[src/inc/atm_pkg.sv]
package atm_pkg;

    // clock and drive reset pulse timing
    localparam int CLK_PERIOD_PS = 4000;
    localparam int PIN_RST_US    = 25;
    localparam int PIN_RST_CYC   =
        (PIN_RST_US * 1000000 + CLK_PERIOD_PS - 1) / CLK_PERIOD_PS;

    // configuration byte addresses
    localparam logic [7:0] CFG_RST_OFS  = 8'h05;
    localparam logic [7:0] CFG_UDMA_OFS = 8'h06;
    localparam logic [7:0] CFG_PIO_OFS  = 8'h07;

    // reset values of the configuration bytes
    localparam logic [7:0] CFG_RST_RST  = 8'h07;
    localparam logic [7:0] CFG_UDMA_RST = 8'hd4;
    localparam logic [7:0] CFG_PIO_RST  = 8'h07;

    // field positions
    localparam int SKIP_PIN_BIT  = 0;
    localparam int SRST_EN_BIT   = 1;
    localparam int ATA_UDMA_BIT  = 7;
    localparam int ATAPI_UDMA_BIT = 6;
    localparam int MWDMA_EN_BIT  = 2;
    localparam int PIO3_BIT      = 0;
    localparam int PIO4_BIT      = 1;
    localparam int UDMA_LO_BIT   = 2;
    localparam int UDMA_HI_BIT   = 4;
    localparam logic [5:0] UDMA_IMPL_MASK = 6'h1c;

    // fixed mode numbers
    localparam logic [2:0] MWDMA_MODE = 3'h2;
    localparam logic [2:0] PIO_MODE_0 = 3'h0;
    localparam logic [2:0] PIO_MODE_3 = 3'h3;
    localparam logic [2:0] PIO_MODE_4 = 3'h4;

    typedef enum logic [1:0] {
        XK_PIO   = 2'h0,
        XK_MWDMA = 2'h1,
        XK_UDMA  = 2'h2
    } atm_xfer_t;

    typedef enum logic [3:0] {
        ST_IDLE   = 4'h1,
        ST_PINRST = 4'h2,
        ST_SRST   = 4'h4,
        ST_IDENT  = 4'h8
    } atm_state_t;

endpackage : atm_pkg

[src/inc/atm_sel_if.sv]
`timescale 1ns/1ps
interface atm_sel_if;
    import atm_pkg::*;
    logic [7:0] udma_cfg;
    logic [7:0] pio_cfg;
    logic       is_atapi;
    logic [5:0] drv_udma;
    logic       drv_mwdma;
    logic [1:0] drv_pio;
    atm_xfer_t  kind;
    logic [2:0] mode;

    modport ctl (output udma_cfg, pio_cfg, is_atapi, drv_udma, drv_mwdma,
                 drv_pio, input kind, mode);
    modport sel (input udma_cfg, pio_cfg, is_atapi, drv_udma, drv_mwdma,
                 drv_pio, output kind, mode);
endinterface : atm_sel_if

[src/logic/atm_top.sv]
// Contract
// - srst enable set means software reset is issued during drive init.
// - skip pin reset set keeps the reset pin idle except after power-up.
// - ata drives use udma only if ata udma enable and a mode matches.
// - atapi drives use udma only if atapi udma enable and a mode matches.
// - udma field bits 4,3,2 enable modes 4,3,2; nothing else exists.
// - pick the highest udma mode enabled and supported by the drive.
// - multiword dma is used when enabled and supported by the drive and no udma mode is chosen.
// - each pio field bit permits its mode; bit 1 is pio mode 4.
// - run the highest enabled supported pio mode; mode 0 always allowed.
`timescale 1ns/1ps
module atm_top
    import atm_pkg::*;
#(
    parameter int RST_CYC = PIN_RST_CYC
)(
    // clock and reset
    input  wire logic       clock,
    input  wire logic       rst_n,
    // configuration byte load and readback
    input  wire logic       cfg_wr,
    input  wire logic [7:0] cfg_addr,
    input  wire logic [7:0] cfg_wdata,
    output logic      [7:0] cfg_rdata,
    // initialization control
    input  wire logic       init_req,
    output logic            init_busy,
    // drive reset
    output logic            drive_hw_reset_pin_n,
    output logic            srst_req,
    input  wire logic       srst_done,
    // drive capability report
    output logic            ident_req,
    input  wire logic       cap_valid,
    input  wire logic       drv_is_atapi,
    input  wire logic [5:0] drv_udma_sup,
    input  wire logic       drv_mwdma_sup,
    input  wire logic [1:0] drv_pio_sup,
    // chosen transfer mode
    output logic            mode_valid,
    output atm_xfer_t       xfer_kind,
    output logic      [2:0] xfer_mode
);
    localparam int CW = $clog2(RST_CYC + 1);

    if (RST_CYC < 1) begin : g_chk
        $error("RST_CYC must be at least one cycle");
    end

    typedef struct packed {
        atm_state_t  st;
        logic [CW-1:0] cnt;
        logic        pwr_up;
        logic        pin_n;
        logic        srst;
        logic        ident;
        logic        busy;
        logic [7:0]  rst_cfg;
        logic [7:0]  udma_cfg;
        logic [7:0]  pio_cfg;
        logic [7:0]  rdata;
        logic        valid;
        atm_xfer_t   kind;
        logic [2:0]  mode;
    } atm_regs_t;

    atm_regs_t s_r;
    atm_regs_t s_nxt;
    atm_sel_if sel_if ();
    logic      start;
    logic      cap;

    assign sel_if.udma_cfg  = s_r.udma_cfg;
    assign sel_if.pio_cfg   = s_r.pio_cfg;
    assign sel_if.is_atapi  = drv_is_atapi;
    assign sel_if.drv_udma  = drv_udma_sup;
    assign sel_if.drv_mwdma = drv_mwdma_sup;
    assign sel_if.drv_pio   = drv_pio_sup;

    atm_mode_sel u_sel (
        .s (sel_if.sel)
    );

    // power-up starts the first init without waiting for a request
    assign start = (s_r.st == ST_IDLE) && (init_req || s_r.pwr_up);
    assign cap   = (s_r.st == ST_IDENT) && cap_valid;

    always_comb begin
        s_nxt = s_r;
        if (cfg_wr) begin
            case (cfg_addr)
                CFG_RST_OFS:  s_nxt.rst_cfg  = cfg_wdata;
                CFG_UDMA_OFS: s_nxt.udma_cfg = cfg_wdata;
                CFG_PIO_OFS:  s_nxt.pio_cfg  = cfg_wdata;
                default:      ;
            endcase
        end
        case (cfg_addr)
            CFG_RST_OFS:  s_nxt.rdata = s_r.rst_cfg;
            CFG_UDMA_OFS: s_nxt.rdata = s_r.udma_cfg;
            CFG_PIO_OFS:  s_nxt.rdata = s_r.pio_cfg;
            default:      s_nxt.rdata = 8'h00;
        endcase
        case (s_r.st)
            ST_IDLE: begin
                if (start) begin
                    s_nxt.busy   = 1'b1;
                    s_nxt.valid  = 1'b0;
                    s_nxt.pwr_up = 1'b0;
                    // chip power-up always pulses the pin
                    if (s_r.pwr_up || !s_r.rst_cfg[SKIP_PIN_BIT]) begin
                        s_nxt.st    = ST_PINRST;
                        s_nxt.pin_n = 1'b0;
                        s_nxt.cnt   = CW'(RST_CYC - 1);
                    end else if (s_r.rst_cfg[SRST_EN_BIT]) begin
                        s_nxt.st   = ST_SRST;
                        s_nxt.srst = 1'b1;
                    end else begin
                        // both resets off is illegal config; go on anyway
                        s_nxt.st    = ST_IDENT;
                        s_nxt.ident = 1'b1;
                    end
                end
            end
            ST_PINRST: begin
                if (s_r.cnt == '0) begin
                    s_nxt.pin_n = 1'b1;
                    if (s_r.rst_cfg[SRST_EN_BIT]) begin
                        s_nxt.st   = ST_SRST;
                        s_nxt.srst = 1'b1;
                    end else begin
                        s_nxt.st    = ST_IDENT;
                        s_nxt.ident = 1'b1;
                    end
                end else begin
                    s_nxt.cnt = s_r.cnt - CW'(1);
                end
            end
            ST_SRST: begin
                if (srst_done) begin
                    s_nxt.srst  = 1'b0;
                    s_nxt.st    = ST_IDENT;
                    s_nxt.ident = 1'b1;
                end
            end
            ST_IDENT: begin
                if (cap_valid) begin
                    s_nxt.ident = 1'b0;
                    s_nxt.busy  = 1'b0;
                    s_nxt.st    = ST_IDLE;
                    s_nxt.valid = 1'b1;
                    s_nxt.kind  = sel_if.kind;
                    s_nxt.mode  = sel_if.mode;
                end
            end
            default: begin
                s_nxt.st    = ST_IDLE;
                s_nxt.pin_n = 1'b1;
                s_nxt.srst  = 1'b0;
                s_nxt.ident = 1'b0;
                s_nxt.busy  = 1'b0;
            end
        endcase
    end

    always_ff @(posedge clock) begin
        if (!rst_n) begin
            s_r <= '{st: ST_IDLE, cnt: '0, pwr_up: 1'b1, pin_n: 1'b1,
                     srst: 1'b0, ident: 1'b0, busy: 1'b0,
                     rst_cfg: CFG_RST_RST, udma_cfg: CFG_UDMA_RST,
                     pio_cfg: CFG_PIO_RST, rdata: 8'h00, valid: 1'b0,
                     kind: XK_PIO, mode: PIO_MODE_0};
        end else begin
            s_r <= s_nxt;
        end
    end

    assign drive_hw_reset_pin_n = s_r.pin_n;
    assign srst_req             = s_r.srst;
    assign ident_req            = s_r.ident;
    assign init_busy            = s_r.busy;
    assign mode_valid           = s_r.valid;
    assign xfer_kind            = s_r.kind;
    assign xfer_mode            = s_r.mode;
    assign cfg_rdata            = s_r.rdata;

    pin_skip_a: assert property (@(posedge clock) disable iff (!rst_n)
        (start && !s_r.pwr_up && s_r.rst_cfg[SKIP_PIN_BIT])
        |=> s_r.pin_n [*2])
        else $error("reset pin asserted although skipped");

    pin_state_a: assert property (@(posedge clock) disable iff (!rst_n)
        !s_r.pin_n |-> (s_r.st == ST_PINRST))
        else $error("reset pin low outside pin reset phase");

    pin_release_a: assert property (@(posedge clock) disable iff (!rst_n)
        (s_r.st == ST_PINRST && s_r.cnt == '0) |=> s_r.pin_n)
        else $error("reset pin not released at count end");

    srst_gate_a: assert property (@(posedge clock) disable iff (!rst_n)
        $rose(s_r.srst) |-> $past(s_r.rst_cfg[SRST_EN_BIT]))
        else $error("software reset issued while disabled");

    udma_gate_a: assert property (@(posedge clock) disable iff (!rst_n)
        (cap && sel_if.kind == XK_UDMA) |-> (drv_is_atapi
            ? s_r.udma_cfg[ATAPI_UDMA_BIT] : s_r.udma_cfg[ATA_UDMA_BIT]))
        else $error("udma chosen while disabled for drive type");

    udma_top_a: assert property (@(posedge clock) disable iff (!rst_n)
        (cap && sel_if.kind == XK_UDMA && s_r.udma_cfg[4]
            && drv_udma_sup[4]) |=> (s_r.mode == 3'h4))
        else $error("udma mode 4 available but not chosen");

    mwdma_use_a: assert property (@(posedge clock) disable iff (!rst_n)
        (cap && s_r.pio_cfg[MWDMA_EN_BIT] && drv_mwdma_sup)
        |=> (s_r.kind != XK_PIO))
        else $error("multiword dma available but pio chosen");

    pio_top_a: assert property (@(posedge clock) disable iff (!rst_n)
        (cap && sel_if.kind == XK_PIO && s_r.pio_cfg[PIO4_BIT]
            && drv_pio_sup[PIO4_BIT]) |=> (s_r.mode == PIO_MODE_4))
        else $error("pio mode 4 available but not chosen");

    mode_hold_a: assert property (@(posedge clock) disable iff (!rst_n)
        (s_r.valid && $past(s_r.valid)) |-> $stable(s_r.mode))
        else $error("chosen mode changed between inits");
endmodule : atm_top

[src/logic/atm_mode_sel.sv]
`timescale 1ns/1ps
module atm_mode_sel
    import atm_pkg::*;
(
    atm_sel_if.sel s
);
    logic [5:0] hit;
    logic       udma_en;

    // only modes 2..4 exist; reserved bits are masked even if set
    assign hit = s.udma_cfg[5:0] & s.drv_udma & UDMA_IMPL_MASK;
    assign udma_en = s.is_atapi ? s.udma_cfg[ATAPI_UDMA_BIT]
                                : s.udma_cfg[ATA_UDMA_BIT];

    always_comb begin
        s.kind = XK_PIO;
        s.mode = PIO_MODE_0;
        if (udma_en && (hit != 6'h00)) begin
            s.kind = XK_UDMA;
            // later iterations win, leaving the highest hit
            for (int i = UDMA_LO_BIT; i <= UDMA_HI_BIT; i++) begin
                if (hit[i]) begin
                    s.mode = 3'(i);
                end
            end
        end else if (s.pio_cfg[MWDMA_EN_BIT] && s.drv_mwdma) begin
            s.kind = XK_MWDMA;
            s.mode = MWDMA_MODE;
        end else if (s.pio_cfg[PIO4_BIT] && s.drv_pio[PIO4_BIT]) begin
            s.mode = PIO_MODE_4;
        end else if (s.pio_cfg[PIO3_BIT] && s.drv_pio[PIO3_BIT]) begin
            s.mode = PIO_MODE_3;
        end
    end
endmodule : atm_mode_sel

[config.mk]
export PLATFORM = sky130hd
export DESIGN_NAME = atm_top
export DESIGN_NICKNAME = d
export VERILOG_FILES = /design/src/inc/atm_pkg.sv /design/src/inc/atm_sel_if.sv /design/src/logic/atm_top.sv /design/src/logic/atm_mode_sel.sv
export SDC_FILE = /design/constraint.sdc
export NUM_CORES = 1
export LEC_CHECK = 0
export ABC_CLOCK_PERIOD_IN_PS = 5550
export BUFFER_PORTS_ARGS = -buffer_cell sky130_fd_sc_hd__buf_4
export CORE_ASPECT_RATIO = 1.2
export CORE_MARGIN = 5
export CORE_UTILIZATION = 49
export CTS_CLUSTER_DIAMETER = 40
export DETAILED_ROUTE_END_ITERATION = 8
export MAX_ROUTING_LAYER = met4
export PLACE_DENSITY_LB_ADDON = 0.1
export RECOVER_POWER = 25
export SLEW_MARGIN = 30
export SYNTH_ARGS = -nofsm -noshare
export SYNTH_HDL_FRONTEND = slang
export SYNTH_SLANG_ARGS = --single-unit
[constraint.sdc]
create_clock -name clock -period 5.55 [get_ports clock]
set_input_delay 0.2775 -clock clock [delete_from_list [all_inputs] [get_ports clock]]
set_output_delay 0.2775 -clock clock [all_outputs]
set_load 0.05 [all_outputs]
==> implementation parameters, run 1 <==
Parameter                              Value

Power and ir drop
  Final Power ... about 1.6 mW
  Internal power consumption ... ~0.97 mW
  Switching power ... between 0.5 and 0.6 mW
  IR Drop Worst-Case VDD ... about 310 µV
  Power density over cell area ... ~470 nW/µm²
  Net switching fraction of the power ... ~37%
  Sequential share of power ... 36.9%
  Total leakage power ... around 1.3 nW
  Comb pwr share ... between 30% and 40%
  Share of power burned in the clock network ... 27.3%

Synth
  Netlist area before placement ... roughly 3000 µm²
  Area share of the largest cell type after synthesis ... between 40% and 50%
  Count of synthesis-stage warnings from yosys ... 0
  EDFF count, synth ... 0
  Async set-or-reset flop fraction in the synthesized netlist ... 0%
  Post-Syn Nets ... around 360
  Yosys reg bits ... 60
  Post-synthesis cell type with the largest combined area ... dfxtp_1
  Main flop type after synthesis ... dfxtp_1
  Portion of the post-synthesis area used by sequential elements ... approximately two fifths
  Synthesized area per cell ... ~9 µm²
  Instance count of the mapped netlist ... ~320
  Number of distinct standard cells referenced by the synthesized netlist ... slightly below 60
  Largest cells by area after synthesis ... dfxtp_1 (41%), mux2i_1 (9.3%), nor2_1 (4.9%), nand2_1 (4.1%), buf_4 (3.9%)

Clock tree
  Quantity of hold-fixing buffers added after cts ... 0
  # clock sinks ... 60
  Clock-pin slew reported for the worst setup and hold paths after clock tree synthesis ... approximately 0.070 ns
  Clk root buf ... clkbuf_8
  Clock tree from TritonCTS ... built
  Total clock buffers created by CTS ... 9
  H-tree Lvls ... 3
  Number of setup buffers added after CTS ... 0
  Resized cells post-CTS ... 0
  Clock latency at the later pin of the worst-skew pair ... 0.34 ns
  Max clock buf depth ... 2

Setup path
  Series of cell instances along the critical path ... nor4b_1 -> o21ai_1 -> o21ai_0 -> or4_1 -> nand2_1
  Peak fanout along the critical path ... 12
  Critical path arrival ... approximately 2.7 ns
  Cell family with most CP delay ... compound AO/OA/AOI/OAI gates
  Number of buffers and inverters on the critical path ... 0
  Worst Path Required ... a little under 6 ns
  Max stage delay on crit path ... around 0.74 ns
  Slowest library cell on the worst path ... o21ai_0
  Worst Setup Start Kind ... flip-flop
  Startpoint-to-endpoint class of the critical path ... flip-flop to flip-flop
  Element type at the critical path end ... flip-flop

Placement
  GPL Wtd Cong ... 0.812
  Final HPWL from detailed placement ... between 4000 and 5000 µm
  DP Cell Count ... 420
  Placement-stage cell area ... about 3200 µm²
  Count of buffers from port buffering ... 46

Routing
  Vias per cell ... 5.45
  Detailed Routing Iterations Pass 1 ... 4
  Vias after detailed routing ... approximately 2400
  DRC viols ... 0
  Number of design-rule violations left by the first detailed-router iteration ... 146
  Post-detailed-route count of antenna-violating nets ... 0
  Average wire length per cell after detail routing ... ~15 µm
  DRT Wirelength ... ~6600 µm

Run status
  Run status ... complete, no violations

Timing
  Final Hold Violating Endpoints ... 0
  Highest clock frequency the design can meet ... slightly above 400 MHz
  Unrepaired setup endpoints after global routing ... false
  Total count of max-transition violations in the final report ... 0
  Setup TNS ... 0 ns
  Final setup violation count ... 0
  Crit share post-route ... around 44%
  Setup skew after layout ... approximately 0.0062 ns
  Minimum period implied by the final worst setup slack ... around 2.4 ns
  Max-slew headroom ... between 40 and 50%
  Tightest Pin Transition ... around 0.83 ns

Die
  Width of the die ... roughly 80 µm
  Initial Util ... around half
  Full die area ... roughly 7600 µm²
  Number of primary I/O pins ... 50
  Site Rows ... 30
  Placeable core region ... 5710 µm²
  Chip Height ... between 90 and 100 µm

Global routing
  Wire length of the first global-routing pass ... about 11000 µm
  Initial antenna violation count ... 0
  Number of global-route vias before repair ... 2259
  GR Overflow Total ... 0
  Largest net degree at the start of global routing ... 28
  GR Util All Layers ... a little under a fifth

Cells and area
  Post-Layout Inst Area ... roughly 3300 µm²
  Commonest non-fill, non-tap cells in the layout ... dfxtp_1 (60), nor2_1 (38), nand2_1 (32)
  Fill cells ... ~550
  Layout Area Growth over Synthesis ... 14.7%
  Leading cell type in the layout, fill and taps excluded ... dfxtp_1
  Fraction of layout cells with a size suffix above 1 ... between 10% and 20%
  Storage cell area ... 1200 µm²
  Layout net count ... 385
  Diode count ... 0
  Number of cells in the finished layout apart from fillers ... between 400 and 500
  Footprint of the multi-input gates ... between 1500 and 2000 µm²

Hold path
  Min-delay worst type ... primary input to flip-flop

Job
  Max-cap violations ... 0
-- sequential cells by signal, indices dropped and copies added, names as in the netlist --
name                  flops
s_r                      26
ident_req                 1
sel_if.pio_cfg            8
drive_hw_reset_pin_n      1
srst_req                  1
cfg_rdata                 8
xfer_mode                 3
init_busy                 1
xfer_kind                 2
mode_valid                1
sel_if.udma_cfg           8
-- cells in the mapped netlist, types with 3 or more instances --
cell type	number
or2_2	3
inv_1	4
nor3_1	7
mux2_2	8
a22oi_1	9
nor2_1	38
a21oi_1	18
nor4_1	3
o221a_2	3
nor2b_1	5
o31ai_1	5
a31oi_1	3
buf_4	15
nand2_1	32
or3_1	4
or4_1	5
mux2i_1	27
nand2b_1	3
clkbuf_1	10
o21ai_0	8
dfxtp_1	60
-- metal layers --
metal  up-vias  track usage (%)  share of wire (%)
li1       1210                -                  -
met1      1106             22.6                 43
met2        51             31.0                 50
met3         8             4.39                4.9
met4         0             8.59                1.6
met5         -                -                  0
-- layout make-up --
class	instances	area share, %
inverter	5	0.562
sequential	60	35.9
clock inverter	3	1.27
clock buffer	13	5.35
tap	80	3.00
timing repair buffer	47	8.54
multi-input combinational	228	45.3
-- cell families after synthesis --
family,Yosys count,synth area share [%]
compound gates,66,15.5
xor+xnor,2,0.601
fa+ha+maj,2,0.859
buf+inv,34,6.66
flops,60,41.2
mux,35,12.4
simple gates,123,22.8
-- tightest hold or removal path, delay by kind of cell --
| kind | cells | cell delay, ns |
|---|---|---|
| simple gates | 1 | 0.06 |
| mux | 1 | 0.06 |
| buf+inv | 1 | 0.10 |
-- stage by stage --
stage | hold WS [ns] | utilization (%) | setup slack (ns)
global placement | 0.442 | 55.9 | 3.11
CTS | 0.164 | 59.8 | 3.12
finish | 0.179 | 58.6 | 3.12
detailed placement | 0.452 | 55.9 | 3.09
floorplan | 0.403 | - | 3.56
global route | 0.175 | 58.6 | 2.89
-- power groups by stage --
| stage | sequential, mW | clock (mW) | combinational [mW] |
|---|---|---|---|
| after global routing | 0.587 | 0.460 | 0.620 |
| after detailed placement | 0.584 | 0 | 0.568 |
| after floorplan | 0.579 | 0 | 0.438 |
| after global placement | 0.582 | 0 | 0.559 |
| final | 0.573 | 0.424 | 0.558 |
| after CTS | 0.574 | 0.436 | 0.573 |
-- path summary, 6_finish.rpt --
| check | from | end | slack [ns] | cells after the start |
|---|---|---|---|---|
| worst max-delay path | s_r[56] | s_r[52] | 3.12 | 5 |
| worst min-delay path | cfg_wdata[1] | s_r[31] | 0.18 | 3 |
| worst max register to register | s_r[56] | s_r[52] | 3.12 | 5 |
| worst min register to register | mode_valid | mode_valid | 0.46 | 2 |
No activity file was read; power rests on OpenSTA's default activity.
==> inputs of run 2 (changes only) <==
- ABC_CLOCK_PERIOD_IN_PS: 5550 -> 2400
- clock period: 5.55 -> 2.4 ns (I/O delays scaled with it)
==> run 2 against run 1 <==
Net effect:
- combinational power rose to 2.6 times the previous value
- sequential share of layout area fell by 1.2 points
- non-clock buffer count rose by 16
- utilization rose by 2.1 points
- global-route usage rose by 0.057 points
- critical endpoint is now s_r[50]
==> implementation parameters, run 2 (synthesis results as in run 1) <==
Parameter                              Value

Run status
  Run status ... complete, no violations

Die
  Number of primary I/O pins ... 50 (unchanged)
  Chip Height ... 94.5 µm (unchanged)
  Site Rows ... 30 (unchanged)
  Placeable core region ... 5710 µm² (unchanged)
  Full die area ... 7600 µm² (unchanged)
  Initial Util ... 51.1% (unchanged)
  Width of the die ... 80.4 µm (unchanged)

Setup path
  Reg-to-reg critical path endpoint ... s_r[50]
  Path depth of the worst reg2reg path ... 5 (unchanged)
  Element type at the critical path end ... flip-flop
  Startpoint of the most critical register-to-register path ... s_r[58]
  Worst Path Required ... 2.68 ns (-3.10 ns)
  Reg-to-reg slack, setup ... 0.24 ns (-2.88 ns)
  Critical path arrival ... 2.43 ns (-0.22 ns)
  Worst Setup Start Kind ... flip-flop
  Startpoint-to-endpoint class of the critical path ... flip-flop to flip-flop
  Peak fanout along the critical path ... 14 (+2)

Cells and area
  Commonest non-fill, non-tap cells in the layout ... dfxtp_1 (60), buf_4 (45), nor2_1 (38)
  Fill cells ... 540 (-1.6%)
  Layout Area Growth over Synthesis ... 18.8%
  Leading cell type in the layout, fill and taps excluded ... dfxtp_1
  Diode count ... 0 (unchanged)
  Fraction of layout cells with a size suffix above 1 ... 22.6% (+3.5 points)
  Max reg flops ... 26 (unchanged)
  Register with the most flip-flops ... s_r
  Layout net count ... 401 (+4.2%)

Timing
  Tightest Pin Transition ... 0.663 ns (-0.165 ns)
  Crit share post-route ... 89.9% (+46 points)
  Max-slew headroom ... 55.6% (+11 points)
  Setup skew after layout ... 0.00633 ns (+0.000133 ns)
  Final Hold Violating Endpoints ... 0 (unchanged)
  Setup TNS ... 0 ns (unchanged)
  Unrepaired setup endpoints after global routing ... false
  Final setup violation count ... 0 (unchanged)
  Minimum period implied by the final worst setup slack ... 2.16 ns (-0.269 ns)
  Total count of max-transition violations in the final report ... 0 (unchanged)
  Highest clock frequency the design can meet ... 463 MHz (+12%)

Global routing
  Largest net degree at the start of global routing ... 28 (unchanged)
  GR Overflow Total ... 0 (unchanged)
  Wire length of the first global-routing pass ... 10800 µm (-0.19%)
  GR Util All Layers ... 19.2% (+0.057 points)
  Number of global-route vias before repair ... 2276 (+0.75%)
  Initial antenna violation count ... 0 (unchanged)

Clock tree
  Number of setup buffers added after CTS ... 0 (unchanged)
  Total clock buffers created by CTS ... 9 (unchanged)
  Max clock buf depth ... 2 (unchanged)
  Clock tree from TritonCTS ... built
  # clock sinks ... 60 (unchanged)
  Clock latency at the later pin of the worst-skew pair ... 0.34 ns (about the same)
  Quantity of hold-fixing buffers added after cts ... 0 (unchanged)
  Resized cells post-CTS ... 0 (unchanged)
  Clk root buf ... clkbuf_8
  Clock-pin slew reported for the worst setup and hold paths after clock tree synthesis ... 0.06 ns (about the same)
  H-tree Lvls ... 3 (unchanged)

Hold path
  Min-delay worst type ... primary input to flip-flop
  Hold Path Stages ... 3 (unchanged)
  Worst hold start ... cfg_wdata[1]
  Hold EP ... s_r[31]

Placement
  Count of buffers from port buffering ... 46 (unchanged)
  Final HPWL from detailed placement ... 4730 µm (+2.4%)
  GPL Wtd Cong ... 0.836 (+2.9%)

Routing
  Post-detailed-route count of antenna-violating nets ... 0 (unchanged)
  Average wire length per cell after detail routing ... 14.6 µm (-3.0%)
  Vias per cell ... 5.46 (+0.24%)
  Number of design-rule violations left by the first detailed-router iteration ... 200 (+37%)
  Vias after detailed routing ... 2468 (+3.9%)
  Detailed Routing Iterations Pass 1 ... 4 (unchanged)
  DRT Wirelength ... 6590 µm (+0.60%)
  DRC viols ... 0 (unchanged)

Power and ir drop
  Final Power ... 3.77 mW (+140%)
  IR Drop Worst-Case VDD ... 676 µV (+120%)
  Power density over cell area ... 1090 nW/µm² (+130%)
  Total leakage power ... 1.39 nW (+6.2%)

Job
  Max-cap violations ... 0 (unchanged)
-- run 2: cell count changes in the layout (fill, tap and decap cells not counted), sizes merged --
cell      previous run  this run
buf                 29        45
clkbuf              31        29
clkinvlp             1         0
clkinv               2         4
bufinv               1         2
-- run 2: layout make-up --
type                       count  area, µm²  area share, %
inverter                       5       18.8          0.542
multi-input combinational    228       1520           43.9
clock buffer                  11        141           4.09
clock inverter                 5       75.1           2.17
timing repair buffer          63        405           11.7
sequential                    60       1200           34.7
tap                           80        100           2.89
-- run 2: worst max path at each step --
stage,slack (ns),startpoint,cells past startpoint,endpoint
finish,0.24,s_r[58],5,s_r[50]
global route,0.06,s_r[43],8,s_r[47]
CTS,0.25,s_r[58],5,s_r[50]
detailed placement,0.26,s_r[58],5,s_r[50]
global placement,0.26,s_r[58],6,s_r[48]
floorplan,0.43,s_r[57],6,s_r[50]
-- run 2: metal layers --
layer / track usage (%) / wire length, µm
met1: 22.2 / 2830
met2: 31.3 / 3330
met3: 3.72 / 259
met4: 10.3 / 171
met5: - / 0
-- run 2: power by group --
group	leakage (nW)	switching [mW]	internal, mW
registers	0.487	0.156	1.15
clock network	0.113	0.392	0.608
logic	0.788	0.827	0.645
-- run 2: worst max-delay path, cell delays in order, from the launching register on --
cell and delay, ns:
dfxtp_1 0.42, or4b_4 0.61, nor3_4 0.26, a21oi_2 0.16, or4_1 0.50, a21oi_1 0.15
-- run 2: stage by stage --
step	std cells	hold slack [ns]	area [µm²]	utilization, %	setup slack (ns)
6_report	452	0.0102	3460	60.7	0.242
5_1_grt	452	0.0183	3460	60.7	0.0639
4_1_cts	452	0.00858	3530	61.8	0.246
3_5_place_dp	436	0.365	3310	58.0	0.261
3_3_place_gp	436	0.356	3310	58.0	0.261
2_1_floorplan	322	0.245	2910	-	0.434
